==> config.mk <==
export PLATFORM = sky130hd
export DESIGN_NAME = cdsf_status
export DESIGN_NICKNAME = d
export VERILOG_FILES = /design/src/include/cdsf_pkg.sv /design/src/include/cdsf_sync_if.sv /design/src/core/cdsf_sync.sv /design/src/core/cdsf_status.sv
export SDC_FILE = /design/constraint.sdc
export NUM_CORES = 1
export LEC_CHECK = 0
export ABC_AREA = 1
export BUFFER_PORTS_ARGS = -buffer_cell sky130_fd_sc_hd__buf_2
export CORE_ASPECT_RATIO = 0.7
export CORE_MARGIN = 2
export CORE_UTILIZATION = 55
export DETAILED_ROUTE_END_ITERATION = 8
export PLACE_DENSITY_LB_ADDON = 0.05
export SYNTH_ARGS = -nofsm -noshare
export SYNTH_HDL_FRONTEND = slang
export SYNTH_HIERARCHICAL = 1
export SYNTH_SLANG_ARGS = --single-unit
==> constraint.sdc <==
create_clock -name sys_clk -period 1.6 [get_ports sys_clk]
set_input_delay 0.16 -clock sys_clk [delete_from_list [all_inputs] [get_ports sys_clk]]
set_output_delay 0.16 -clock sys_clk [all_outputs]
set_load 0.02 [all_outputs]
==> src/include/cdsf_pkg.sv <==
// Constants for the console device status flag block
package cdsf_pkg;
  // ==========================================================
  // Read port
  localparam logic [4:0] DEV_ADDR = 5'h00;
  localparam int NUM_BYTES = 3;
  localparam logic [1:0] IDX_GENERAL = 2'h0;
  localparam logic [1:0] IDX_WINDOW = 2'h1;
  localparam logic [1:0] IDX_POWER = 2'h2;
  localparam logic [7:0] BYTE_RESET = 8'h00;
  // ==========================================================
  // Bit positions, accumulator bit Bn sits at index n-1
  localparam int G_INTERLOCK = 0;
  localparam int G_POSITIONED = 1;
  localparam int G_INVALID_KEY = 2;
  localparam int G_IDLE = 3;
  localparam int G_PAPER = 6;
  localparam int G_VELOCITY = 7;
  localparam int W_PB_FIRST = 0;
  localparam int W_PB_FOLD = 1;
  localparam int W_PB_LAST = 2;
  localparam int W_LOCK_A = 5;
  localparam int W_LOCK_B = 6;
  localparam int W_LOCK_SV = 7;
  localparam int P_BATT_ON = 0;
  localparam int P_NO_BOARD = 1;
  localparam int P_PARITY = 2;
  localparam int P_BATT_EN = 4;
  localparam int P_LOW_LINE = 7;
  // ==========================================================
  // Port control command codes
  localparam logic [7:0] CMD_SET_OUT_INHIBIT = 8'h1D;
  localparam logic [7:0] CMD_CLR_OUT_INHIBIT = 8'h15;
  localparam logic [7:0] CMD_KEYBOARD_ENABLE = 8'h03;
  localparam logic [7:0] CMD_SET_INVALID_KEY = 8'h43;
  localparam logic [7:0] CMD_CLR_INVALID_KEY = 8'h63;
  localparam logic [7:0] CMD_SET_BATT_ENABLE = 8'h83;
  localparam logic [7:0] CMD_KEYBOARD_INHIBIT = 8'hA3;
  // ==========================================================
  // Synchronised pin indexes
  localparam int SYNC_W = 16;
  localparam int S_LEDGER = 0;
  localparam int S_KEY = 1;
  localparam int S_PAPER_OUT = 2;
  localparam int S_OVERSPEED = 3;
  localparam int S_HOLD_REL = 4;
  localparam int S_UNDERSPEED = 5;
  localparam int S_ENGAGE_FAIL = 6;
  localparam int S_PRINT_START = 7;
  localparam int S_PB_FIRST = 8;
  localparam int S_PB_FOLD = 9;
  localparam int S_PB_LAST = 10;
  localparam int S_LOCK_A = 11;
  localparam int S_LOCK_B = 12;
  localparam int S_LOCK_SV = 13;
  localparam int S_UNDERVOLT = 14;
  localparam int S_LOW_LINE = 15;
  localparam logic [SYNC_W-1:0] SYNC_RESET = 16'h0000;
endpackage

==> src/include/cdsf_sync_if.sv <==
// Carrier between the pin synchroniser and the status logic
`timescale 1ns/1ps
interface cdsf_sync_if;
  logic [cdsf_pkg::SYNC_W-1:0] raw;
  logic [cdsf_pkg::SYNC_W-1:0] clean;
  modport sync_side (input raw, output clean);
  modport user_side (output raw, input clean);
endinterface

==> src/core/cdsf_sync.sv <==
// Three-stage pin synchroniser with agreement filter
`timescale 1ns/1ps
module cdsf_sync (
  input wire logic sys_clk,
  input wire logic rst,
  cdsf_sync_if.sync_side pins
);
  logic [cdsf_pkg::SYNC_W-1:0] s1_r;
  logic [cdsf_pkg::SYNC_W-1:0] s2_r;
  logic [cdsf_pkg::SYNC_W-1:0] s3_r;
  logic [cdsf_pkg::SYNC_W-1:0] clean_r;

  // ==========================================================
  // Per-pin chain; first stage feeds only the second
  genvar i;
  for (i = 0; i < cdsf_pkg::SYNC_W; i++) begin : g_pin
    always_ff @(posedge sys_clk) begin
      if (rst) begin
        s1_r[i] <= 1'b0;
        s2_r[i] <= 1'b0;
        s3_r[i] <= 1'b0;
        clean_r[i] <= 1'b0;
      end else begin
        s1_r[i] <= pins.raw[i];
        s2_r[i] <= s1_r[i];
        s3_r[i] <= s2_r[i];
        // Only a level that held for two samples counts
        if (s2_r[i] == s3_r[i]) begin
          clean_r[i] <= s3_r[i];
        end
      end
    end
  end

  assign pins.clean = clean_r;
endmodule

==> src/core/cdsf_status.sv <==
// Console device status bytes, flags and print idle line
`timescale 1ns/1ps

// How it works
// [RULE1] Byte two: override, teller B, teller A locks
// [RULE2] Byte three: battery on, no board, parity
// [RULE3] Byte three: bit4 zero, battery enabled, low line
// [RULE4] Host avoids ledger ops while interlock set
// [RULE5] Positioned bit follows gripper ledger transducer
// [RULE6] Key while inhibited sets invalid key flag
// [RULE7] Command sets or clears; port init clears
// [RULE8] Idle only when mechanism idle, buffer empty
// [RULE9] Output inhibit shows buffer empty to micro
// [RULE10] Idle also driven on ledger reader line
// [RULE11] Any buffered code holds idle low until done
// [RULE12] Out of paper follows paper detector directly
// [RULE13] No command touches the out of paper bit
// [RULE14] Overspeed at hold release sets velocity error
// [RULE15] Underspeed or engage failure sets velocity error
// [RULE16] Port init clears velocity error
// [RULE17] Velocity error forces idle low, blocks operations
// [RULE18] Reads step byte one, two, three
// [RULE19] Window option absent: byte two zero
// [RULE20] Status bits read one when condition present
// [RULE21] Host reads status at address zero
// [RULE22] Unused bits of all bytes read zero
module cdsf_status (
  input wire logic sys_clk,
  input wire logic rst,
  input wire logic rd_req,
  input wire logic [4:0] rd_addr,
  output logic rd_valid,
  output logic [7:0] rd_data,
  input wire logic cmd_valid,
  input wire logic [7:0] cmd_code,
  input wire logic port_init,
  input wire logic ledger_present_pin,
  input wire logic key_press_pin,
  input wire logic paper_absent_pin,
  input wire logic overspeed_pin,
  input wire logic hold_release_pin,
  input wire logic underspeed_pin,
  input wire logic engage_fail_pin,
  input wire logic print_start_pin,
  input wire logic pb_first_pin,
  input wire logic pb_fold_pin,
  input wire logic pb_last_pin,
  input wire logic lock_a_pin,
  input wire logic lock_b_pin,
  input wire logic lock_sv_pin,
  input wire logic undervoltage_pin,
  input wire logic low_line_pin,
  input wire logic window_option,
  input wire logic interlock_required,
  input wire logic mech_idle,
  input wire logic out_fifo_empty,
  input wire logic micro_busy,
  input wire logic auto_reader_active,
  input wire logic mem_absent_hit,
  input wire logic mem_parity_hit,
  output logic buf_empty_to_micro,
  output logic print_mechanism_idle,
  output logic pcf_op_enable,
  output logic alarm_enable
);
  cdsf_sync_if sif ();

  // ==========================================================
  // Pin capture
  assign sif.raw[cdsf_pkg::S_LEDGER] = ledger_present_pin;
  assign sif.raw[cdsf_pkg::S_KEY] = key_press_pin;
  assign sif.raw[cdsf_pkg::S_PAPER_OUT] = paper_absent_pin;
  assign sif.raw[cdsf_pkg::S_OVERSPEED] = overspeed_pin;
  assign sif.raw[cdsf_pkg::S_HOLD_REL] = hold_release_pin;
  assign sif.raw[cdsf_pkg::S_UNDERSPEED] = underspeed_pin;
  assign sif.raw[cdsf_pkg::S_ENGAGE_FAIL] = engage_fail_pin;
  assign sif.raw[cdsf_pkg::S_PRINT_START] = print_start_pin;
  assign sif.raw[cdsf_pkg::S_PB_FIRST] = pb_first_pin;
  assign sif.raw[cdsf_pkg::S_PB_FOLD] = pb_fold_pin;
  assign sif.raw[cdsf_pkg::S_PB_LAST] = pb_last_pin;
  assign sif.raw[cdsf_pkg::S_LOCK_A] = lock_a_pin;
  assign sif.raw[cdsf_pkg::S_LOCK_B] = lock_b_pin;
  assign sif.raw[cdsf_pkg::S_LOCK_SV] = lock_sv_pin;
  assign sif.raw[cdsf_pkg::S_UNDERVOLT] = undervoltage_pin;
  assign sif.raw[cdsf_pkg::S_LOW_LINE] = low_line_pin;

  cdsf_sync u_sync (
    .sys_clk(sys_clk),
    .rst(rst),
    .pins(sif.sync_side)
  );

  logic [cdsf_pkg::SYNC_W-1:0] pin;
  logic [cdsf_pkg::SYNC_W-1:0] pin_d_r;
  logic [cdsf_pkg::SYNC_W-1:0] rise;
  assign pin = sif.clean;
  assign rise = pin & ~pin_d_r;

  always_ff @(posedge sys_clk) begin
    if (rst) begin
      pin_d_r <= cdsf_pkg::SYNC_RESET;
    end else begin
      pin_d_r <= pin;
    end
  end

  // ==========================================================
  // Command decode
  logic do_cmd;
  logic cmd_set_inh;
  logic cmd_clr_inh;
  logic cmd_kb_en;
  logic cmd_kb_inh;
  logic cmd_set_inv_key;
  logic cmd_clr_inv_key;
  logic cmd_set_ben;
  assign do_cmd = cmd_valid;
  assign cmd_set_inh = do_cmd && cmd_code == cdsf_pkg::CMD_SET_OUT_INHIBIT;
  assign cmd_clr_inh = do_cmd && cmd_code == cdsf_pkg::CMD_CLR_OUT_INHIBIT;
  assign cmd_kb_en = do_cmd && cmd_code == cdsf_pkg::CMD_KEYBOARD_ENABLE;
  assign cmd_kb_inh = do_cmd && cmd_code == cdsf_pkg::CMD_KEYBOARD_INHIBIT;
  assign cmd_set_inv_key = do_cmd && cmd_code == cdsf_pkg::CMD_SET_INVALID_KEY;
  assign cmd_clr_inv_key = do_cmd && cmd_code == cdsf_pkg::CMD_CLR_INVALID_KEY;
  assign cmd_set_ben = do_cmd && cmd_code == cdsf_pkg::CMD_SET_BATT_ENABLE;

  // ==========================================================
  // Keyboard inhibit and invalid key flag
  logic kb_inhibit_r;
  logic invalid_key_entry_r;
  logic key_event;

  always_ff @(posedge sys_clk) begin
    if (rst || port_init || cmd_kb_en) begin
      kb_inhibit_r <= 1'b0;
    end else if (cmd_kb_inh) begin
      kb_inhibit_r <= 1'b1;
    end
  end

  assign key_event = rise[cdsf_pkg::S_KEY] && kb_inhibit_r; // RULE6

  // Set beats clear so a key in the clearing cycle is not lost
  always_ff @(posedge sys_clk) begin
    if (rst) begin
      invalid_key_entry_r <= 1'b0;
    end else if (key_event || cmd_set_inv_key) begin
      invalid_key_entry_r <= 1'b1; // RULE6 RULE7
    end else if (cmd_clr_inv_key || port_init) begin
      invalid_key_entry_r <= 1'b0; // RULE7
    end
  end

  // ==========================================================
  // Carrier velocity error
  logic carrier_velocity_error_r;
  logic overspeed_event;
  logic velocity_event;
  assign overspeed_event = rise[cdsf_pkg::S_HOLD_REL] && pin[cdsf_pkg::S_OVERSPEED]; // RULE14
  assign velocity_event = overspeed_event
                       || rise[cdsf_pkg::S_UNDERSPEED]
                       || (rise[cdsf_pkg::S_PRINT_START] && pin[cdsf_pkg::S_ENGAGE_FAIL]); // RULE15

  always_ff @(posedge sys_clk) begin
    if (rst) begin
      carrier_velocity_error_r <= 1'b0;
    end else if (velocity_event) begin
      carrier_velocity_error_r <= 1'b1; // RULE14 RULE15
    end else if (port_init) begin
      carrier_velocity_error_r <= 1'b0; // RULE16
    end
  end

  // ==========================================================
  // Output buffer inhibit and idle
  logic out_inhibit_r;
  logic idle_r;
  logic idle_nxt;

  always_ff @(posedge sys_clk) begin
    if (rst || port_init || cmd_clr_inh) begin
      out_inhibit_r <= 1'b0;
    end else if (cmd_set_inh) begin
      out_inhibit_r <= 1'b1;
    end
  end

  // Auto reader output must not reach the print micro while inhibited
  assign buf_empty_to_micro = out_fifo_empty || (out_inhibit_r && auto_reader_active); // RULE9

  // Idle waits for the micro to finish, so even no-op codes hold it low
  assign idle_nxt = mech_idle && buf_empty_to_micro && !micro_busy // RULE8 RULE11
                 && !carrier_velocity_error_r; // RULE17

  always_ff @(posedge sys_clk) begin
    if (rst) begin
      idle_r <= 1'b0;
    end else begin
      idle_r <= idle_nxt;
    end
  end

  assign print_mechanism_idle = idle_r; // RULE10
  assign pcf_op_enable = !carrier_velocity_error_r; // RULE17
  assign alarm_enable = 1'b1; // RULE17

  // ==========================================================
  // Processor power and memory flags
  logic battery_on_r;
  logic no_board_r;
  logic parity_r;
  logic batt_enabled_r;
  logic read_power;

  always_ff @(posedge sys_clk) begin
    if (rst) begin
      battery_on_r <= 1'b0;
    end else if (rise[cdsf_pkg::S_UNDERVOLT]) begin
      battery_on_r <= 1'b1; // RULE2
    end
  end

  always_ff @(posedge sys_clk) begin
    if (rst) begin
      batt_enabled_r <= 1'b0;
    end else if (cmd_set_ben) begin
      batt_enabled_r <= 1'b1; // RULE3
    end
  end

  // Reading byte three clears these; a hit in that cycle survives
  always_ff @(posedge sys_clk) begin
    if (rst) begin
      no_board_r <= 1'b0;
    end else if (mem_absent_hit) begin
      no_board_r <= 1'b1; // RULE2
    end else if (read_power) begin
      no_board_r <= 1'b0;
    end
  end

  always_ff @(posedge sys_clk) begin
    if (rst) begin
      parity_r <= 1'b0;
    end else if (mem_parity_hit) begin
      parity_r <= 1'b1; // RULE2
    end else if (read_power) begin
      parity_r <= 1'b0;
    end
  end

  // ==========================================================
  // Byte assembly
  logic [7:0] general_byte;
  logic [7:0] window_byte;
  logic [7:0] power_byte;

  always_comb begin
    general_byte = cdsf_pkg::BYTE_RESET; // RULE22
    general_byte[cdsf_pkg::G_INTERLOCK] = interlock_required; // RULE20
    general_byte[cdsf_pkg::G_POSITIONED] = pin[cdsf_pkg::S_LEDGER]; // RULE5
    general_byte[cdsf_pkg::G_INVALID_KEY] = invalid_key_entry_r;
    general_byte[cdsf_pkg::G_IDLE] = idle_r; // RULE8
    general_byte[cdsf_pkg::G_PAPER] = pin[cdsf_pkg::S_PAPER_OUT]; // RULE12 RULE13
    general_byte[cdsf_pkg::G_VELOCITY] = carrier_velocity_error_r;
  end

  always_comb begin
    window_byte = cdsf_pkg::BYTE_RESET; // RULE22
    if (window_option) begin // RULE19
      window_byte[cdsf_pkg::W_PB_FIRST] = pin[cdsf_pkg::S_PB_FIRST];
      window_byte[cdsf_pkg::W_PB_FOLD] = pin[cdsf_pkg::S_PB_FOLD];
      window_byte[cdsf_pkg::W_PB_LAST] = pin[cdsf_pkg::S_PB_LAST];
      window_byte[cdsf_pkg::W_LOCK_A] = pin[cdsf_pkg::S_LOCK_A]; // RULE1
      window_byte[cdsf_pkg::W_LOCK_B] = pin[cdsf_pkg::S_LOCK_B]; // RULE1
      window_byte[cdsf_pkg::W_LOCK_SV] = pin[cdsf_pkg::S_LOCK_SV]; // RULE1
    end
  end

  always_comb begin
    power_byte = cdsf_pkg::BYTE_RESET; // RULE3 RULE22
    power_byte[cdsf_pkg::P_BATT_ON] = battery_on_r; // RULE2
    power_byte[cdsf_pkg::P_NO_BOARD] = no_board_r; // RULE2
    power_byte[cdsf_pkg::P_PARITY] = parity_r; // RULE2
    power_byte[cdsf_pkg::P_BATT_EN] = batt_enabled_r; // RULE3
    power_byte[cdsf_pkg::P_LOW_LINE] = pin[cdsf_pkg::S_LOW_LINE]; // RULE3
  end

  // ==========================================================
  // Read sequencing
  logic [1:0] byte_idx_r;
  logic dev_read;
  assign dev_read = rd_req && rd_addr == cdsf_pkg::DEV_ADDR; // RULE21
  assign read_power = dev_read && byte_idx_r == cdsf_pkg::IDX_POWER;

  // Port init restarts the sequence at byte one
  always_ff @(posedge sys_clk) begin
    if (rst || port_init) begin
      byte_idx_r <= cdsf_pkg::IDX_GENERAL;
    end else if (dev_read) begin
      byte_idx_r <= (byte_idx_r == cdsf_pkg::IDX_POWER) ? cdsf_pkg::IDX_GENERAL
                                                       : byte_idx_r + 2'h1; // RULE18
    end
  end

  always_ff @(posedge sys_clk) begin
    if (rst) begin
      rd_data <= cdsf_pkg::BYTE_RESET;
      rd_valid <= 1'b0;
    end else begin
      rd_valid <= dev_read;
      if (dev_read) begin
        unique case (byte_idx_r)
          cdsf_pkg::IDX_GENERAL: rd_data <= general_byte;
          cdsf_pkg::IDX_WINDOW: rd_data <= window_byte;
          cdsf_pkg::IDX_POWER: rd_data <= power_byte;
          default: rd_data <= cdsf_pkg::BYTE_RESET;
        endcase
      end
    end
  end
endmodule

Yosys cells after proc, flatten, opt, wreduce, memory -nomap -nowiden. Cells that the tools add are included.

Output and inout port bits: 13. Input bits: 42. Bits in registers: 99. Word-level logic and storage cells: 148.

Add/subtract/negate cells: 1. Equal/unequal tests: 25. Reductions and logical operators: 32. Muxes and demuxes: 11. Bitwise operators: 2.

Operators by type and width (number): one-hot mux 8 bit (3 select lines) (1); equality test 1 bit (16); equality test 8 x 5 -> 1 bit (second input constant) (2); equality test 8 x 7 -> 1 bit (second input constant) (2); equality test 8 bit (second input constant) (2); logical AND 1 bit (16); bitwise AND 15 bit (1); NOT 15 bit (1); equality test 8 x 2 -> 1 bit (second input constant) (1); logical OR 1 bit (8); nonzero test 2 bit (4); two-way mux 1 bit (7); two-way mux 3 bit (2); zero test 5 bit (1); adder 2 x 1 -> 2 bit (second input constant) (1); equality test 2 x 1 -> 1 bit (second input constant) (1); equality test 2 bit (second input constant) (1); zero test 1 bit (2); zero test 2 bit (1); two-way mux 2 bit (1).

Depth between registers and ports, before layout.
Depth in word-level cells: 6. Depth in mapped cells: 7. Gate-level depth less buffers: 7.

Cells and area by module. Netlist, hierarchy kept.

Modules (own cells, without submodules): cdsf_sync (seq. area each 1281.2 µm², instances 1, area each 1913.1 µm², cells each 215); cdsf_status (seq. area each 500.5 µm², instances 1, area each 1168.6 µm², cells each 175).

Least setup slack after synthesis. No wires, ideal clock.

Kind: reg2reg. From: register byte_idx_r[1]. To: register no_board_r. Slack: 606 ps. Required time: 1472 ps. Path buffers: 0. Data arrival time: 866 ps. Library setup time: 128 ps. Period minus slack after synthesis: 994 ps. Cell stages (with the launch flop): 6. Cell sequence: dfxtp_1 -> inv_2 -> nor2_4 -> nand3_1 -> a21oi_1 -> nor2_1.

Cells in the longest elaborated chain, start to end: 3.

Ends and longest elaborated chain: from (decl) (line cdsf_status.sv:290) `logic [1:0] byte_idx_r;`; from (signal assigned) (line cdsf_status.sv:298) `byte_idx_r <= cdsf_pkg::IDX_GENERAL;`; from (signal assigned) (line cdsf_status.sv:300) `byte_idx_r <= (byte_idx_r == cdsf_pkg::IDX_POWER) ? cdsf_pkg::IDX_GENERAL`; equality test 2 bit (line cdsf_status.sv:293) `assign read_power = dev_read && byte_idx_r == cdsf_pkg::IDX_POWER;`; logical AND 1 bit (line cdsf_status.sv:293); nonzero test 2 bit (no line); to (signal assigned) (line cdsf_status.sv:233) `no_board_r <= 1'b0;`; to (signal assigned) (line cdsf_status.sv:235) `no_board_r <= 1'b1;`; to (signal assigned) (line cdsf_status.sv:237) `no_board_r <= 1'b0;`; to (decl) (line cdsf_status.sv:209) `logic no_board_r;`.

Every way passes these cells. A chain may end at the register's enable or synchronous reset.

Worst setup path in the final report.
From: register out_inhibit_r. To: output buf_empty_to_micro.

Cells in the longest elaborated chain, start to end: 2.

Ends and longest elaborated chain: from (decl) (line cdsf_status.sv:175) `logic out_inhibit_r;`; from (signal assigned) (line cdsf_status.sv:181) `out_inhibit_r <= 1'b0;`; from (signal assigned) (line cdsf_status.sv:183) `out_inhibit_r <= 1'b1;`; logical AND 1 bit (line cdsf_status.sv:188) `assign buf_empty_to_micro = out_fifo_empty || (out_inhibit_r && auto_reader_active);`; logical OR 1 bit (line cdsf_status.sv:188); to (decl) (line cdsf_status.sv:61) `output logic buf_empty_to_micro,`.

Every way passes these cells.

==> flow_metrics.tcl <==
set metrics [dict create \
    clkSlewWorstSetupHoldPaths_ns 0.08 \
    clock_power_share_pct 35.1 \
    dieArea_mm2 0.00623 \
    rrSetupSlack_ns 0.47 \
    die_x_um 93.5 \
    cap_violations 0 \
    routed.top_layer "met4" \
    p_leak_nw 1.64 \
    clkSinkCount 89 \
    synth.net_count 432 \
    dpl.hpwl_mm 3.84 \
    crit_path_end_kind "output pin" \
    synth_cell_types 24 \
    worst_ep_required_time_ns 1.44 \
    tightest_slew_ns 0.518 \
    initial_core_util_pct 58.0 \
    p_total_w 0.00388 \
    routed-via-count 2423 \
    fin_setup_tns_ns 0 \
    grt_usage_pct 20.1 \
    gp_congestion 0.838 \
    hold_viol_final 0 \
    drt_iter0_drc 61 \
    fill_cells 466 \
    synth_top_area_share_pct 57.8 \
    relSlewSlack_pct 65.4 \
    syn_inst 390 \
    p_switching_w 0.000898 \
    synth.avg_cell_area_um2 7.90 \
    run_status "finished, final reports clean" \
    final_cell_mix "nor2_1 (93), dfxtp_1 (89), inv_1 (70)" \
    io_buffers 53 \
    drt-total-wl_mm 5.47 \
    internal_power_w 0.00298 \
    max_freq_ghz 0.833 \
    io_pins 55 \
    clk_latency_ns 0.35 \
    syn_to_final_growth_pct 20.4 \
    fin_skew_ns 0.00935 \
    worstPathCellList "a21oi_1, inv_1, buf_2" \
    reg2reg_depth 5 \
    hold_path_class "input port to flip-flop" \
    drive_above_1_share_pct 17.5 \
    netSwitchingFraction_pct 23.1 \
    slowest_delay_ns 0.32 \
    wl_met3_um 326 \
    htree_levels 3 \
    pwr-share-seq_pct 59.1 \
    dieHeight_um 66.6 \
    gr-total-overflow 0 \
    wl_per_cell_um 10.2 \
    arrival_ns 1.04 \
    synth_area_mm2 0.00308 \
    r2r_end "parity_r$_SDFFE_PP0P_" \
    cts_root_buf "clkbuf_8" \
    yosysTopAreaCell "dfxtp_1" \
    cts_tree "yes" \
    combinationalPowerShare_pct 5.8 \
    cts_buffer_depth 2 \
    route.detailed.drc 0 \
    rows 22 \
    wl_met1_mm 2.88 \
    finalSetupViolCount 0 \
    rsz0062_at_grt "false" \
    grt_pass1_vias 2168 \
    grt_first_pass_wirelength_mm 9.58 \
    slew_viol_final 0 \
    post-route-period-util_pct 75.0 \
    synth_area_leaders "dfxtp_1 (58%), nor2_1 (11%), inv_1 (8.5%)" \
    cts_made_buffers 9 \
    crit_fanout 2 \
    viasPerCell 4.53 \
    mostFrequentLayoutCell "nor2_1" \
    antenna_found_initial 0 \
    slowest_stage "dfxtp_1" \
    ys_seq_area_share_pct 57.8 \
    path_class "flip-flop to output pin" \
    antenna_cells 0 \
    peakVddDrop_v 0.000865 \
    timing.rr.start "byte_idx_r[1]$_SDFFE_PP0P_" \
    yosys_warnings 6 \
    crit_end "buf_empty_to_micro" \
    core_area_mm2 0.00531 \
    finalNetCount 501 \
    start_kind "flip-flop" \
    final_antenna_net_count 0 \
    powerDensity_mw_per_mm2 1050 \
    cp-startpoint "out_inhibit_r$_SDFFE_PP0P_" \
    dr.pass1.iters 4 \
    post-route-min-period_ns 1.20 \
    post-cts-setup-buffers 0 \
    ys_seq_elements 89 \
    wl_met2_mm 2.19 \
    grt_max_degree 31 \
]
-- cell families after synthesis --
family | share of synthesized area (%)
other | 0.122
and+or+nand+nor | 21.6
buffers and inverters | 11.4
DFF | 57.8
AOI/OAI and AO/OA | 9.05
-- through the flow --
| step | hold WS (ns) | instances | utilization, % | area (um^2) | worst slack (ns) |
|---|---|---|---|---|---|
| 3_3_place_gp | 0.347 | 506 | 63.8 | 3390 | 0.366 |
| 6_report | 0.00965 | 535 | 69.9 | 3710 | 0.399 |
| 2_1_floorplan | 0.237 | 390 | - | 3080 | 0.606 |
| 5_1_grt | 0.00202 | 535 | 69.9 | 3710 | 0.289 |
| 4_1_cts | 0.00471 | 535 | 69.9 | 3710 | 0.386 |
| 3_5_place_dp | 0.347 | 506 | 63.8 | 3390 | 0.378 |
-- synth_stat cells, drive strengths merged --
cell,n
nor2,96
dfxtp,89
inv,74
nand2,44
a21oi,33
o21ai,18
buf,10
nand3,10
nand4,8
nor3,3
a31oi,1
clkbuf,1
conb,1
nor4,1
o22ai,1
-- flip-flops by register name, indices dropped and copies added, names as in the netlist, 2 cells and up --
signal             flops
u_sync/s2_r           16
u_sync/pins.clean     16
rd_data                8
u_sync/s1_r           16
u_sync/s3_r           16
byte_idx_r             2
pin_d_r                5
-- final cells by class --
| class | instances | area, um^2 | area share, % |
|---|---|---|---|
| timing repair buffer | 69 | 433 | 11.7 |
| sequential | 89 | 1780 | 48.0 |
| multi-input combinational | 216 | 950 | 25.6 |
| tap | 72 | 90.1 | 2.43 |
| inverter | 74 | 278 | 7.48 |
| clock inverter | 5 | 41.3 | 1.11 |
| clock buffer | 10 | 138 | 3.71 |
-- timing repair --
item	CTS	global route
hold buffers	14	0
resized for setup	0	0
hold endpoints to repair	14	0
-- power by group through the flow --
| stage | clock network [W] | logic, W | registers, W |
|---|---|---|---|
| 3_5_place_dp | 0 | 0.000198 | 0.00234 |
| 4_1_cts | 0.00140 | 0.000225 | 0.00229 |
| 2_1_floorplan | 0 | 0.000119 | 0.00234 |
| 3_3_place_gp | 0 | 0.000193 | 0.00234 |
| 6_report | 0.00136 | 0.000224 | 0.00229 |
| 5_1_grt | 0.00150 | 0.000258 | 0.00230 |
-- metal layers --
layer | vias up | track usage, %
met3 | 7 | 7.01
met5 | - | 0
met2 | 50 | 30.8
met4 | 0 | 8.27
li1 | 1325 | -
met1 | 1041 | 26.1
-- worst min path at each step --
| stage | start | end | slack, ns | cells past startpoint |
|---|---|---|---|---|
| 2_1_floorplan | rst | print_mechanism_idle$_SDFF_PP0_ | 0.24 | 1 |
| 3_3_place_gp | micro_busy | print_mechanism_idle$_SDFF_PP0_ | 0.35 | 2 |
| 3_5_place_dp | micro_busy | print_mechanism_idle$_SDFF_PP0_ | 0.35 | 2 |
| 4_1_cts | pb_first_pin | u_sync/s1_r[8]$_SDFF_PP0_ | 0.005 | 3 |
| 5_1_grt | pb_first_pin | u_sync/s1_r[8]$_SDFF_PP0_ | 0.002 | 3 |
| 6_report | pb_first_pin | u_sync/s1_r[8]$_SDFF_PP0_ | 0.01 | 3 |
-- worst max-delay path, delay by kind of cell, from the launching register on --
kind / cells / cell delay [ns]
buffers and inverters: 2 / 0.20
flip-flops: 1 / 0.32
AO/OA/AOI/OAI: 1 / 0.17
No activity file was read; power rests on OpenSTA's default activity.
